==> config.mk <==
export PLATFORM = sky130hd
export DESIGN_NAME = config_frame_crc_error_detect
export DESIGN_NICKNAME = d
export VERILOG_FILES = /design/src/pkg/crc_ed_pkg.sv /design/src/rtl/config_frame_crc_error_detect.sv
export VERILOG_INCLUDE_DIRS = /design/src /design/src/pkg
export SDC_FILE = /design/constraint.sdc
export NUM_CORES = 1
export LEC_CHECK = 0
export BUFFER_PORTS_ARGS = -buffer_cell sky130_fd_sc_hd__buf_4
export CAP_MARGIN = 5
export CORE_AREA = 10 10 312 344
export CTS_CLUSTER_SIZE = 40
export DETAILED_ROUTE_END_ITERATION = 6
export DIE_AREA = 0 0 322 354
export GPL_TIMING_DRIVEN = 0
export PLACE_DENSITY_LB_ADDON = 0.25
export RECOVER_POWER = 25
export SLEW_MARGIN = 40
export SYNTH_ARGS = -nofsm -noshare
export SYNTH_HDL_FRONTEND = slang
export SYNTH_SLANG_ARGS = --single-unit
==> constraint.sdc <==
create_clock -name clk -period 7.11 [get_ports clk]
set_clock_uncertainty 0.15 [all_clocks]
set_input_delay 1.422 -clock clk [delete_from_list [all_inputs] [get_ports clk]]
set_output_delay 1.422 -clock clk [all_outputs]
set_load 0.01 [all_outputs]
==> src/pkg/crc_ed_consts.svh <==
// timing counts, field widths, polynomials and codes for the frame crc checker
`ifndef CRC_ED_CONSTS_SVH
`define CRC_ED_CONSTS_SVH
`define ED_FRAMES 4
`define ED_FRAME_WORDS 4
`define ED_WORD_BITS 32
`define ED_FRAME_BITS 128
`define ED_LAST_BIT 8'h7f
`define ED_LAST_WORD 2'h3
`define ED_LAST_FRAME 2'h3
`define ED_POLY32 32'h04c1_1db7
`define ED_POLY16 16'h1021
`define ED_DIV_MAX 4'h8
`define ED_LOW_MIN 6'h20
`define ED_FLAG_HOLD 6'h20
`define ED_TYPE_NONE 4'h0
`define ED_TYPE_SINGLE 4'h1
`define ED_TYPE_DOUBLE 4'h2
`define ED_TYPE_OTHER 4'hf
`endif

==> src/pkg/crc_ed_pkg.sv <==
// types shared by the frame crc checker and its bench
package crc_ed_pkg;
  typedef enum logic [2:0] {
    ST_IDLE = 3'b000,
    ST_CALC = 3'b001,
    ST_CHECK = 3'b011,
    ST_LOCATE = 3'b010,
    ST_WAIT = 3'b110,
    ST_FLAG = 3'b111
  } scan_state_t;
  typedef struct packed {
    logic [3:0] etype;
    logic [9:0] byte_loc;
    logic [31:0] value;
  } inject_t;
  typedef struct packed {
    logic [14:0] frame;
    logic [15:0] bit_loc;
    logic [31:0] syndrome;
    logic [3:0] etype;
  } emr_t;
endpackage

==> src/rtl/config_frame_crc_error_detect.sv <==
// frame crc checking at configuration time and background scanning in user mode
`timescale 1ns/10ps
`include "crc_ed_consts.svh"
module config_frame_crc_error_detect (
  input wire logic clk,
  input wire logic reset_n,
  input wire logic reconfig_request_n,
  input wire logic cfg_active,
  input wire logic cfg_word_valid,
  input wire logic [31:0] cfg_word,
  input wire logic [15:0] cfg_check16,
  input wire logic [31:0] cfg_ref32,
  input wire logic ed_enable,
  input wire logic [3:0] div_exp,
  input wire logic inj_valid,
  input wire crc_ed_pkg::inject_t inj,
  output logic config_status_n,
  output logic crc_error,
  output crc_ed_pkg::emr_t error_message_reg,
  output logic [31:0] syndrome
);
  import crc_ed_pkg::*;

  // ==========================================
  // crc functions
  function automatic logic [31:0] crc32_word(input logic [31:0] c, input logic [31:0] d);
    logic [31:0] r;
    r = c;
    for (int i = 31; i >= 0; i--) begin
      r = {r[30:0], 1'b0} ^ ((r[31] ^ d[i]) ? `ED_POLY32 : 32'h0000_0000);
    end
    return r;
  endfunction

  function automatic logic [15:0] crc16_word(input logic [15:0] c, input logic [31:0] d);
    logic [15:0] r;
    r = c;
    for (int i = 31; i >= 0; i--) begin
      r = {r[14:0], 1'b0} ^ ((r[15] ^ d[i]) ? `ED_POLY16 : 16'h0000);
    end
    return r;
  endfunction

  // one zero-input shift: next power of x for single-bit syndromes
  function automatic logic [31:0] xshift(input logic [31:0] s);
    return {s[30:0], 1'b0} ^ (s[31] ? `ED_POLY32 : 32'h0000_0000);
  endfunction

  // ==========================================
  // storage of configured frames
  logic [31:0] cells [`ED_FRAMES*`ED_FRAME_WORDS];
  logic [31:0] ref_mem [`ED_FRAMES];
  logic [1:0] cfg_word_r, cfg_frame_r;
  logic [15:0] cfg_crc_r;
  logic config_status_n_r;
  wire cfg_take = cfg_active && cfg_word_valid;
  wire cfg_last = cfg_word_r == `ED_LAST_WORD;
  wire [15:0] cfg_crc_nxt = crc16_word(cfg_crc_r, cfg_word);
  wire cfg_bad = cfg_take && cfg_last && (cfg_crc_nxt != cfg_check16);
  // injection targets the first frame only; ignored while loading
  wire inj_take = inj_valid && !cfg_active && (inj.etype != `ED_TYPE_NONE);
  wire [3:0] inj_idx = {2'b00, inj.byte_loc[3:2]};

  always_ff @(posedge clk) begin
    if (cfg_take) begin
      cells[{cfg_frame_r, cfg_word_r}] <= cfg_word;
      if (cfg_last) begin
        ref_mem[cfg_frame_r] <= cfg_ref32;
      end
    end else if (inj_take) begin
      cells[inj_idx] <= cells[inj_idx] ^ inj.value;
    end
  end

  always_ff @(posedge clk) begin
    if (!reset_n || !reconfig_request_n) begin
      cfg_word_r <= 2'h0;
      cfg_frame_r <= 2'h0;
      cfg_crc_r <= 16'h0000;
      config_status_n_r <= 1'b1;
    end else if (cfg_take) begin
      cfg_word_r <= cfg_word_r + 2'h1;
      cfg_frame_r <= cfg_last ? cfg_frame_r + 2'h1 : cfg_frame_r;
      cfg_crc_r <= cfg_last ? 16'h0000 : cfg_crc_nxt;
      if (cfg_bad) begin
        config_status_n_r <= 1'b0;
      end
    end
  end

  // ==========================================
  // check clock divider
  logic [8:0] div_cnt_r;
  wire [3:0] eff_n = (div_exp > `ED_DIV_MAX) ? `ED_DIV_MAX : div_exp;
  wire [8:0] div_lim = (9'h001 << eff_n) - 9'h001;
  wire tick = div_cnt_r >= div_lim;
  wire run = ed_enable && !cfg_active && reconfig_request_n;

  always_ff @(posedge clk) begin
    if (!reset_n || !run) begin
      div_cnt_r <= 9'h000;
    end else begin
      div_cnt_r <= tick ? 9'h000 : div_cnt_r + 9'h001;
    end
  end

  // ==========================================
  // background scan
  scan_state_t state_r, state_nxt;
  logic [1:0] frame_r, word_r;
  logic [31:0] crc_r, pow_r, syndrome_r;
  logic [7:0] k_r;
  logic [5:0] low_cnt_r, hold_r;
  logic crc_error_r;
  emr_t emr_r, emr_nxt;

  wire [31:0] rd_word = cells[{frame_r, word_r}];
  wire [31:0] crc_nxt = crc32_word(crc_r, rd_word);
  wire [31:0] syn_calc = crc_r ^ ref_mem[frame_r];
  wire [31:0] pow_nxt = xshift(pow_r);
  wire hit_single = syndrome_r == pow_r;
  wire hit_double = (k_r != `ED_LAST_BIT) && (syndrome_r == (pow_r ^ pow_nxt));
  wire search_end = k_r == `ED_LAST_BIT;
  wire low_done = low_cnt_r >= `ED_LOW_MIN;
  wire [7:0] loc_single = `ED_LAST_BIT - k_r;
  wire [7:0] loc_double = loc_single - 8'h01;

  always_comb begin
    emr_nxt = emr_r;
    emr_nxt.frame = {13'h0000, frame_r};
    emr_nxt.syndrome = syndrome_r;
    if (hit_single) begin
      emr_nxt.etype = `ED_TYPE_SINGLE;
      emr_nxt.bit_loc = {8'h00, loc_single};
    end else if (hit_double) begin
      emr_nxt.etype = `ED_TYPE_DOUBLE;
      emr_nxt.bit_loc = {8'h00, loc_double};
    end else begin
      emr_nxt.etype = `ED_TYPE_OTHER;
      emr_nxt.bit_loc = 16'h0000;
    end
  end

  always_comb begin
    state_nxt = state_r;
    case (state_r)
      ST_IDLE: state_nxt = ST_CALC;
      ST_CALC: state_nxt = (tick && word_r == `ED_LAST_WORD) ? ST_CHECK : ST_CALC;
      ST_CHECK: state_nxt = !tick ? ST_CHECK : (syn_calc == 32'h0000_0000) ? ST_CALC : ST_LOCATE;
      ST_LOCATE: state_nxt = (tick && (hit_single || hit_double || search_end)) ? ST_WAIT : ST_LOCATE;
      ST_WAIT: state_nxt = (tick && low_done) ? ST_FLAG : ST_WAIT;
      ST_FLAG: state_nxt = (tick && hold_r >= `ED_FLAG_HOLD) ? ST_CALC : ST_FLAG;
      default: state_nxt = ST_IDLE;
    endcase
  end

  always_ff @(posedge clk) begin
    if (!reset_n || !run) begin
      state_r <= ST_IDLE;
    end else begin
      state_r <= state_nxt;
    end
  end

  always_ff @(posedge clk) begin
    if (!reset_n || !run || state_r == ST_IDLE) begin
      frame_r <= 2'h0;
      word_r <= 2'h0;
      crc_r <= 32'h0000_0000;
      low_cnt_r <= 6'h00;
    end else if (tick) begin
      word_r <= (state_r == ST_CALC) ? word_r + 2'h1 : word_r;
      crc_r <= (state_r == ST_CALC) ? crc_nxt : (state_nxt == ST_CALC) ? 32'h0000_0000 : crc_r;
      frame_r <= (state_r != ST_CALC && state_nxt == ST_CALC) ? frame_r + 2'h1 : frame_r;
      low_cnt_r <= (state_r != ST_CALC && state_nxt == ST_CALC) ? 6'h00 :
                   low_done ? low_cnt_r : low_cnt_r + 6'h01;
    end
  end

  always_ff @(posedge clk) begin
    if (!reset_n) begin
      syndrome_r <= 32'h0000_0000;
    end else if (state_r == ST_CHECK && tick) begin
      syndrome_r <= syn_calc;
    end
  end

  always_ff @(posedge clk) begin
    if (state_r == ST_CHECK) begin
      // a lone flip meets 32 more shifts than its own offset, so the search starts at x^32
      pow_r <= `ED_POLY32;
      k_r <= 8'h00;
    end else if (state_r == ST_LOCATE && tick) begin
      pow_r <= pow_nxt;
      k_r <= k_r + 8'h01;
    end
  end

  always_ff @(posedge clk) begin
    if (!reset_n) begin
      emr_r <= '0;
    end else if (state_r == ST_LOCATE && state_nxt == ST_WAIT) begin
      emr_r <= emr_nxt;
    end
  end

  always_ff @(posedge clk) begin
    if (!reset_n || !run) begin
      crc_error_r <= 1'b0;
      hold_r <= 6'h00;
    end else begin
      crc_error_r <= state_nxt == ST_FLAG;
      hold_r <= (state_r != ST_FLAG) ? 6'h00 : (tick ? hold_r + 6'h01 : hold_r);
    end
  end

  assign config_status_n = config_status_n_r;
  assign crc_error = crc_error_r;
  assign error_message_reg = emr_r;
  assign syndrome = syndrome_r;
endmodule // config_frame_crc_error_detect

# Word-level counts from Yosys, hierarchy flattened
# Memories as Yosys holds them, arrays and structs flattened. A register that Yosys moved wholly into a read port is not among the register bits.
# Index checks and enable logic that the tools add are counted.
[word_totals]
register_bits = 208
latchBits = 0
ramBits = 640
romBits = 0
input_bits = 137
out_inout_bits = 101
elab_cells = 320
memories = 2
[op_classes]
addsub = 11
mul = 0
div_mod_pow = 0
order_cmp = 4
n_eq_ne = 18
n_shift = 1
n_mux = 95
bitwise = 132
reduce_logical = 38
[memory_table]
columns = ["memory", "depth", "width", "rd", "rd_clocked_by_memory_dff", "write_ports", "line", "text"]
rows = [
  ["cells", 16, 32, 2, 0, 1, "config_frame_crc_error_detect.sv:51", "logic [31:0] cells [`ED_FRAMES*`ED_FRAME_WORDS];"],
  ["ref_mem", 4, 32, 1, 1, 1, "config_frame_crc_error_detect.sv:52", "logic [31:0] ref_mem [`ED_FRAMES];"],
]
[ops]
columns = ["op", "count"]
rows = [
  ["$xor 32x27->32", 33],
  ["$mux 27", 33],
  ["$xor 16x13->16", 32],
  ["$mux 13", 32],
  ["$mux 32", 3],
  ["$xor 32x32->32", 3],
  ["$eq 32x32->1", 2],
  ["$xor 1x1->1", 64],
  ["$logic_not 32->1", 1],
  ["$reduce_or 32->1", 1],
  ["$pmux 3 s6", 1],
  ["$logic_and 1x1->1", 16],
  ["$mux 16", 1],
  ["$mux 4", 4],
  ["$mux 8", 2],
  ["$ne 16x16->1", 1],
  ["$add 6x1->6 const B", 2],
  ["$eq 3x3->1 const B", 4],
  ["$ge 6x6->1 const B", 2],
  ["$mux 6", 2],
  ["$reduce_and 2->1", 6],
  ["$mux 1", 10],
  ["$mux 2", 5],
  ["$add 9x1->9 const B", 1],
  ["other kinds (23)", 38],
]

# Depth between registers and ports, before layout
# Gate-level depths: netlist of run 1.
[logic_depth]
ltp_word = 99
ltp_mapped = 20
depth_no_buf = 17

# Least setup slack after synthesis of run 1
# Ideal clock, no wire load.
[synth_timing]
path_kind = "input -> register"
from = "input div_exp[1]"
to = "register crc_r[10]"
setup_time_ns = 0.125
arrival_ns = 5.146
required_time_ns = 6.835
path_slack_ns = 1.688
cell_stages = 18
path_buffers = 1
cell_sequence = "nor3_1 nand2b_1 ha_1 ha_1 a21o_1 a21o_1 a21o_1 a21o_1 a21o_1 a21o_1 a21o_1 a21oi_1 mux2i_1 a211oi_1 a21o_1 a21oi_1 clkbuf_1 o2bb2ai_1"
[synth_via]
elab_chain_len = 11
word_cells_on_any_way = 18
classes_between = "1 x add/sub; 2 x order compare; 1 x eq/ne; 1 x shift; 7 x mux; 6 x reduce/logical"
[synth_rtl]
columns = ["item", "line", "text"]
rows = [
  ["start: declaration", "config_frame_crc_error_detect.sv:14", "input wire logic [3:0] div_exp,"],
  ["$gt 4x4->1 (no source line)", "-", ""],
  ["$mux 4 *", "config_frame_crc_error_detect.sv:94", "wire [3:0] eff_n = (div_exp > `ED_DIV_MAX) ? `ED_DIV_MAX : div_exp;"],
  ["$shl 1x4->9 *", "config_frame_crc_error_detect.sv:95", "wire [8:0] div_lim = (9'h001 << eff_n) - 9'h001;"],
  ["$sub 9x1->9 *", "config_frame_crc_error_detect.sv:95", ""],
  ["$ge 9x9->1 *", "config_frame_crc_error_detect.sv:96", "wire tick = div_cnt_r >= div_lim;"],
  ["$logic_and 1x1->1, on equally long branches", "-", ""],
  ["$mux 1 (tied with other cells)", "config_frame_crc_error_detect.sv:151", "ST_WAIT: state_nxt = (tick && low_done) ? ST_FLAG : ST_WAIT;"],
  ["$pmux 3 s6", "config_frame_crc_error_detect.sv:146", "case (state_r)"],
  ["$eq 3x1->1", "config_frame_crc_error_detect.sv:173", "crc_r <= (state_r == ST_CALC) ? crc_nxt : (state_nxt == ST_CALC) ? 32'h0000_0000 : crc_r;"],
  ["$reduce_bool 2->1 (no source line)", "-", ""],
  ["$reduce_and 2->1 (no source line) *", "-", ""],
  ["end signal: assignment", "config_frame_crc_error_detect.sv:173", ""],
  ["end: declaration", "config_frame_crc_error_detect.sv:111", "logic [31:0] crc_r, pow_r, syndrome_r;"],
]
# Every way passes the cells marked *; elsewhere a longest branch is shown, timed or not.
# A chain may end at the register's enable or synchronous reset.

# Worst setup path in the final report of run 1
[layout_timing]
from = "input cfg_word[31]"
to = "register config_status_n_r, in the netlist config_status_n"
[layout_via]
elab_chain_len = 51
word_cells_on_any_way = 69
classes_between = "1 x eq/ne; 17 x mux; 49 x bitwise; 2 x reduce/logical"
[layout_rtl]
columns = ["item", "line", "text"]
rows = [
  ["start: declaration", "config_frame_crc_error_detect.sv:10", "input wire logic [31:0] cfg_word,"],
  ["$xor 1x1->1 *", "config_frame_crc_error_detect.sv:39", "r = {r[14:0], 1'b0} ^ ((r[15] ^ d[i]) ? `ED_POLY16 : 16'h0000);"],
  ["$mux 13 *", "config_frame_crc_error_detect.sv:39", ""],
  ["$xor 16x13->16 * (4 in series)", "config_frame_crc_error_detect.sv:39", ""],
  ["$xor 1x1->1", "config_frame_crc_error_detect.sv:39", ""],
  ["$mux 13", "config_frame_crc_error_detect.sv:39", ""],
  ["$xor 16x13->16 * (4 in series)", "config_frame_crc_error_detect.sv:39", ""],
  ["$xor 1x1->1", "config_frame_crc_error_detect.sv:39", ""],
  ["$mux 13", "config_frame_crc_error_detect.sv:39", ""],
  ["[23 not listed]", "-", ""],
  ["$mux 13", "config_frame_crc_error_detect.sv:39", ""],
  ["$xor 16x13->16 * (4 in series)", "config_frame_crc_error_detect.sv:39", ""],
  ["$xor 1x1->1", "config_frame_crc_error_detect.sv:39", ""],
  ["$mux 13", "config_frame_crc_error_detect.sv:39", ""],
  ["$xor 16x13->16 * (4 in series)", "config_frame_crc_error_detect.sv:39", ""],
  ["$ne 16x16->1 *", "config_frame_crc_error_detect.sv:59", "wire cfg_bad = cfg_take && cfg_last && (cfg_crc_nxt != cfg_check16);"],
  ["$logic_and 1x1->1 *", "config_frame_crc_error_detect.sv:59", ""],
  ["$reduce_and 2->1 (no source line) *", "-", ""],
  ["end signal: assignment", "config_frame_crc_error_detect.sv:80", "config_status_n_r <= 1'b1;"],
  ["end signal: assignment", "config_frame_crc_error_detect.sv:86", "config_status_n_r <= 1'b0;"],
  ["end: declaration", "config_frame_crc_error_detect.sv:55", "logic config_status_n_r;"],
]
# Marked as above.

==> impl_metrics.json, run 1 <==
{
  "grt_pass1_vias": 24500,
  "combPwrFrac_pct": 49.0,
  "design.die.area_um2": 114000,
  "fin_crit_sh_pct": 87.6,
  "hold_viol": 0,
  "power.switching_w": 0.00743,
  "clk_pin_slew_ns": 0.06,
  "start_kind": "primary input",
  "use_met1_pct": 25.6,
  "coreArea_um2": 100000,
  "cts_tree": "done",
  "globalRouteOverflowTotal": 0,
  "synth_edf_count": 640,
  "met2_usage_pct": 35.4,
  "pwr-share-clk_pct": 23.4,
  "p_leak_nw": 15.8,
  "place_congestion": 0.895,
  "end_kind": "flop",
  "cts_root_buffer": "clkbuf_16",
  "wl_um": 118000,
  "rows": 122,
  "cts.sinks": 841,
  "p_seq_share_pct": 27.5,
  "internal-power_w": 0.0122,
  "portBuffers": 205,
  "drc": 0,
  "hold_buffers": 0,
  "synth_warnings": 0,
  "cpPeakStageDelay_ns": 0.66,
  "run_status": "finished, violations left",
  "drt_iter0_markers": 1880,
  "crit_top_cell": "xor2_1",
  "drv_cap": 4,
  "yosysTopAreaCellShare_pct": 48.4,
  "multi_input_area_um2": 15700,
  "ys_seq_area_share_pct": 58.5,
  "violations": "capacitance limit, slew limit",
  "insertion_delay_ns": 0.67,
  "ir_drop_uv": 775,
  "rsz0062_at_grt": "false",
  "syn_inst": 2644,
  "maxSlewHeadroom_pct": -49.4,
  "busiest_layer": "met2",
  "initial_utilization_pct": 39.7,
  "post_cts_buffers": 0,
  "wl_per_cell_um": 27.0,
  "synth.distinct_cells": 74,
  "syn_area_per_cell_um2": 15.0,
  "clock.fmax_ghz": 0.161,
  "drtAntennaViolNets": 0,
  "n_fill_cell": 8774,
  "largest_reg_flops": 512,
  "synth_top_area_cell": "edfxtp_1",
  "crit_chain": "buf_4, xor2_1, xnor2_1, xnor2_1, xnor2_1, xor2_1, xnor2_1, xor2_1, xor2_1, xor2_1, or4_1, a211o_1, a211oi_2, o21ai_0, nand3_1",
  "place_hpwl_um": 88600,
  "htreeDepth": 3,
  "crit_fanout": 3,
  "drive_above_1_share_pct": 23.6,
  "worstPathRequired_ns": 7.56,
  "powerDensity_nw_per_um2": 420,
  "fp.dieW_um": 322,
  "slew_viol_final": 131,
  "postLayoutCoreUtil_pct": 46.8,
  "synth_flop_cell": "edfxtp_1",
  "first_pass_iters": 7,
  "holdWs_ns": 0.349,
  "grt_use_met3_pct": 3.52,
  "yosys-top-cells-area": "edfxtp_1 (48%), mux4_2 (11%), dfxtp_1 (10%)",
  "area_growth_pct": 17.9,
  "grt_pass1_wl_um": 171000,
  "finish.net_count": 3171,
  "via_per_inst": 5.44,
  "p_sw_share_pct": 37.8,
  "grt_max_degree": 33,
  "synth_area_um2": 39700,
  "path_class": "in -> reg",
  "tightest_slew_ns": 2.24,
  "grt_usage_pct": 20.3,
  "ioPinCount": 238,
  "crit_slowest_cell": "xnor2_1",
  "fp.dieH_um": 354,
  "antenna_found_initial": 2,
  "crit_arrival_ns": 6.67,
  "ys_seq_elements": 841,
  "cts_resized": 0,
  "vias": 23900,
  "clockBufferDepth": 3,
  "ff_latch_area_um2": 23200,
  "cts-buffers-inserted": 88,
  "hp-class": "reg -> reg",
  "synth-async-reset-ratio_pct": 0,
  "finalWorstPathRequiredPeriod_ns": 6.23,
  "setup_viol_count_final": 0
}
## cells in the final DEF (no fill, tap or decap), types with 52 or more instances in the layout
| cell | count |
|---|---|
| dfxtp_1 | 201 |
| nand2_1 | 143 |
| a21oi_1 | 52 |
| xor2_1 | 141 |
| edfxtp_1 | 640 |
| xnor2_1 | 345 |
| nor2_1 | 125 |
| mux2i_1 | 94 |
| buf_4 | 153 |
| clkbuf_16 | 89 |
| clkbuf_1 | 154 |
| mux4_2 | 187 |
## cell usage after synthesis, types with 5 or more instances
cell type	number
edfxtp_1	640
xnor2_1	346
dfxtp_1	201
mux4_2	187
nand2_1	143
xor2_1	141
nor2_1	137
mux2i_1	96
a21oi_1	86
clkbuf_1	69
buf_4	60
nor2b_1	50
o211a_1	33
nand3_1	26
a22oi_1	25
ha_1	22
o2bb2ai_1	22
xnor2_2	21
nand4_1	20
buf_1	19
buf_2	19
nor3_1	19
and3_1	18
nor4_1	18
inv_1	16
o21ai_0	16
o211ai_1	15
xnor2_4	14
a21o_1	12
o21a_1	12
xnor3_1	11
a31oi_1	10
a21boi_0	9
nor3b_1	8
xor2_4	8
buf_8	7
mux2_2	6
xor2_2	6
nor4b_1	5
or3_1	5
## kinds of logic (layout without fill, tap and decap cells)
| logic type | Yosys count | count (layout) | synth area share, % |
|---|---|---|---|
| AND/OR/NAND/NOR | 478 | 478 | 5.84 |
| flip-flops | 841 | 841 | 58.5 |
| buffers and inverters | 195 | 615 | 2.74 |
| multiplexers | 290 | 290 | 13.2 |
| AO/OA/AOI/OAI | 265 | 265 | 4.71 |
| other | 2 | 23 | 0.0189 |
| adder cells (fa/ha/maj) | 22 | 22 | 0.693 |
| XOR/XNOR | 551 | 551 | 14.2 |
## worst max-delay path, delay by kind of cell
family / cells / cell delay, ns
AOI/OAI and AO/OA: 3 / 1.06
xor gates and xnor gates: 9 / 3.43
buffers and inverters: 1 / 0.15
and+or+nand+nor: 2 / 0.59
## final timing paths
check	from	end	slack (ns)	cells after the start
min reg2reg	hold_r[1]	hold_r[1]	0.35	2
min	hold_r[1]	hold_r[1]	0.35	2
max	cfg_word[31]	config_status_n	0.88	15
max reg2reg	word_r[1]	crc_r[10]	0.89	16
## area by class of cell
| class | count | share of cell area (%) |
|---|---|---|
| sequential | 841 | 49.6 |
| multi-input combinational | 1628 | 33.6 |
| clock buffer | 107 | 5.12 |
| timing repair buffer | 258 | 4.73 |
| tap | 1302 | 3.48 |
| buffer | 178 | 2.25 |
| clock inverter | 55 | 1.06 |
| inverter | 17 | 0.136 |
| antenna | 1 | 0.00535 |
## stage by stage
stage / std cells / power [W] / area (µm²) / TNS (ns) / setup slack [ns]
6_report: 4387 / 0.0197 / 46800 / 0 / 0.883
5_1_grt: 4386 / 0.0206 / 46800 / 0 / 0.728
4_1_cts: 4386 / 0.0197 / 47200 / 0 / 0.964
3_5_place_dp: 4224 / 0.0151 / 44300 / 0 / 0.302
3_3_place_gp: 4171 / 0.0150 / 43000 / -286.93 / -0.954
2_1_floorplan: 2664 / 0.0131 / 39800 / 0 / 1.69
## power by group through the flow
stage	Combinational [W]	Clock, W	Sequential [W]
after global placement	0.00948	0	0.00552
after CTS	0.00962	0.00467	0.00541
final	0.00964	0.00460	0.00541
after detailed placement	0.00956	0	0.00552
after global routing	0.0103	0.00487	0.00542
after floorplan	0.00759	0	0.00551
## routing by layer
layer | part of all wire, % | routed length, µm
met1 | 40 | 46900
met2 | 51 | 59700
met5 | 0.010 | 12
met4 | 2.9 | 3390
met3 | 7.0 | 8250
No activity file was read; power rests on OpenSTA's default activity.
==> run 2, diff against run 1 <==
--- a/config.mk
+++ b/config.mk
@@ -8,13 +8,13 @@
 export LEC_CHECK = 0
 export BUFFER_PORTS_ARGS = -buffer_cell sky130_fd_sc_hd__buf_4
 export CAP_MARGIN = 5
-export CORE_AREA = 10 10 312 344
+export CORE_AREA = 10 10 255 281
 export CTS_CLUSTER_SIZE = 40
 export DETAILED_ROUTE_END_ITERATION = 6
-export DIE_AREA = 0 0 322 354
-export GPL_TIMING_DRIVEN = 0
+export DIE_AREA = 0 0 265 291
 export PLACE_DENSITY_LB_ADDON = 0.25
 export RECOVER_POWER = 25
+export REMOVE_ABC_BUFFERS = 1
 export SLEW_MARGIN = 40
 export SYNTH_ARGS = -nofsm -noshare
 export SYNTH_HDL_FRONTEND = slang
==> run 2 against run 1 <==
  * The flow still finishes with violations (capacitance limit, slew limit)
  * Largest cell class unchanged
  * Power shrank 2.1%
  * Die area down 32%
  * Sequential share of layout area rose by 2.5 points
  * Count of clock-buffer cells in the layout fell by 5
  * Global-route usage increased by 5.5 points
  * Critical path depth stayed put
  * Utilization up 21 points
  * Worst setup slack improved by 0.50 ns
  * Clock power down 4%
  * Highest routed layer unchanged
  * First-iteration DRC count grew 9.3%
  * Via count is 3.4% lower
==> impl_metrics.json, run 2 (synthesized netlist as in run 1, its figures left out) <==
{
  "clockBufferDepth": 3,
  "path_depth": 15,
  "place_hpwl_um": 69000,
  "grt_pass1_vias": 24100,
  "grt_max_degree": 81,
  "hold_viol": 0,
  "p_sw_share_pct": 37.3,
  "postLayoutCoreUtil_pct": 67.6,
  "vias": 23000,
  "grt_usage_pct": 25.8,
  "layout_commonest_cell": "edfxtp_1",
  "combPwrFrac_pct": 48.8,
  "drv_cap": 5,
  "post_cts_buffers": 0,
  "grt_pass1_wl_um": 150000,
  "drtAntennaViolNets": 0,
  "drive_above_1_share_pct": 20.2,
  "first_pass_iters": 7,
  "dpl.cell_count": 3608,
  "rsz0062_at_grt": "false",
  "layout_common_cells": "edfxtp_1 (640), xnor2_1 (346), dfxtp_1 (196)",
  "start_kind": "flop",
  "design.die.area_um2": 77100,
  "tightest_slew_ns": 3.10,
  "crit_slowest_cell": "dfxtp_4",
  "cp_top_family": "XOR/XNOR gates",
  "ir_drop_uv": 739,
  "setup_viol_count_final": 0,
  "n_fill_cell": 4585,
  "power.switching_w": 0.00717,
  "antenna_found_initial": 1,
  "portBuffers": 208,
  "cts.sinks": 841,
  "p_seq_share_pct": 28.1,
  "crit_fanout": 68,
  "maxSlewHeadroom_pct": -107,
  "finish.net_count": 2995,
  "fp.dieW_um": 265,
  "worstPathRequired_ns": 7.44,
  "p_leak_nw": 14.8,
  "fin_crit_sh_pct": 80.6,
  "end_kind": "flop",
  "n_antenna_cell": 0,
  "initial_utilization_pct": 60.3,
  "area_growth_pct": 12.2,
  "insertion_delay_ns": 0.64,
  "violations": "capacitance limit, slew limit",
  "globalRouteOverflowTotal": 0,
  "path_class": "reg -> reg",
  "stdcell_count": 3763,
  "finalWorstPathRequiredPeriod_ns": 5.73,
  "cts_root_buffer": "clkbuf_16",
  "r2r_cells": 15,
  "pwr-share-clk_pct": 23.1,
  "wl_per_cell_um": 26.6,
  "coreArea_um2": 65900,
  "htreeDepth": 3,
  "crit_arrival_ns": 6.06,
  "powerDensity_nw_per_um2": 432,
  "run_status": "finished, violations left",
  "cpPeakStageDelay_ns": 0.66,
  "drt_iter0_markers": 2055,
  "cts-buffers-inserted": 83,
  "cts_tree": "done",
  "place_congestion": 0.900,
  "slew_viol_final": 213,
  "rows": 99,
  "crit_chain": "buf_12, mux2_2, o22ai_1, nor4_1, and4b_1, xor2_2, xor2_1, xnor2_1, xnor3_2, xnor2_2, xnor2_4, xor2_4, xor2_4, xnor2_1, o2bb2ai_1",
  "p_total_w": 0.0192,
  "hp-class": "reg -> reg",
  "wl_um": 100000,
  "ioPinCount": 238,
  "via_per_inst": 6.12,
  "internal-power_w": 0.0121,
  "holdPathStages": 1,
  "cts_resized": 0,
  "clock.fmax_ghz": 0.175,
  "fp.dieH_um": 291,
  "drc": 0,
  "clk_pin_slew_ns": 0.06,
  "hold_buffers": 0,
  "largest_reg_flops": 512,
  "path_buf_inv": 1
}
-- run 2: metrics by stage --
stage | hold WS, ns | setup slack [ns] | setup TNS, ns | area [µm²]
2_1_floorplan | 0.303 | -2.57 | -695.00 | 38800
3_3_place_gp | 0.324 | 1.01 | 0 | 42000
3_5_place_dp | 0.341 | 1.03 | 0 | 42200
4_1_cts | 0.350 | 1.29 | 0 | 45000
5_1_grt | 0.374 | 0.991 | 0 | 44600
6_report | 0.351 | 1.38 | 0 | 44600
-- run 2: power groups by stage --
stage	sequential, W	clock [W]	combinational [W]
global route	0.00542	0.00468	0.00999
global placement	0.00551	0	0.00928
detailed placement	0.00552	0	0.00931
finish	0.00541	0.00443	0.00939
CTS	0.00541	0.00448	0.00941
floorplan	0.00552	0	0.00757
-- run 2: worst register-to-register path, delay by kind of cell (launching register included) --
kind | cells | cell delay, ns
xor+xnor | 9 | 2.93
flops | 1 | 0.66
simple gates | 2 | 0.65
buf+inv | 1 | 0.44
mux | 1 | 0.42
compound gates | 2 | 0.33
-- run 2: final timing paths --
check	to	from	slack [ns]
max reg2reg	crc_r[11]	frame_r[0]	1.38
min	error_message_reg[36]	error_message_reg[36]	0.35
min reg2reg	error_message_reg[36]	error_message_reg[36]	0.35
max	crc_r[11]	frame_r[0]	1.38
-- run 2: layout make-up --
| class | instances | area [µm²] | share of cell area [%] |
|---|---|---|---|
| clock buffers | 102 | 2240 | 5.03 |
| multi-input cells | 1628 | 15700 | 35.3 |
| repair buffers | 265 | 1680 | 3.77 |
| flip-flops and latches | 841 | 23300 | 52.2 |
| inverters | 17 | 63.8 | 0.143 |
| well taps | 858 | 1070 | 2.41 |
| clock inverters | 52 | 532 | 1.19 |
-- run 2: metal layers --
metal,vias to the layer above,global-route usage (%),wire (µm)
met5,-,0,9
li1,10200,-,-
met2,988,45.2,51900
met3,189,4.51,7330
met1,11700,30.9,36700
met4,2,11.2,4200
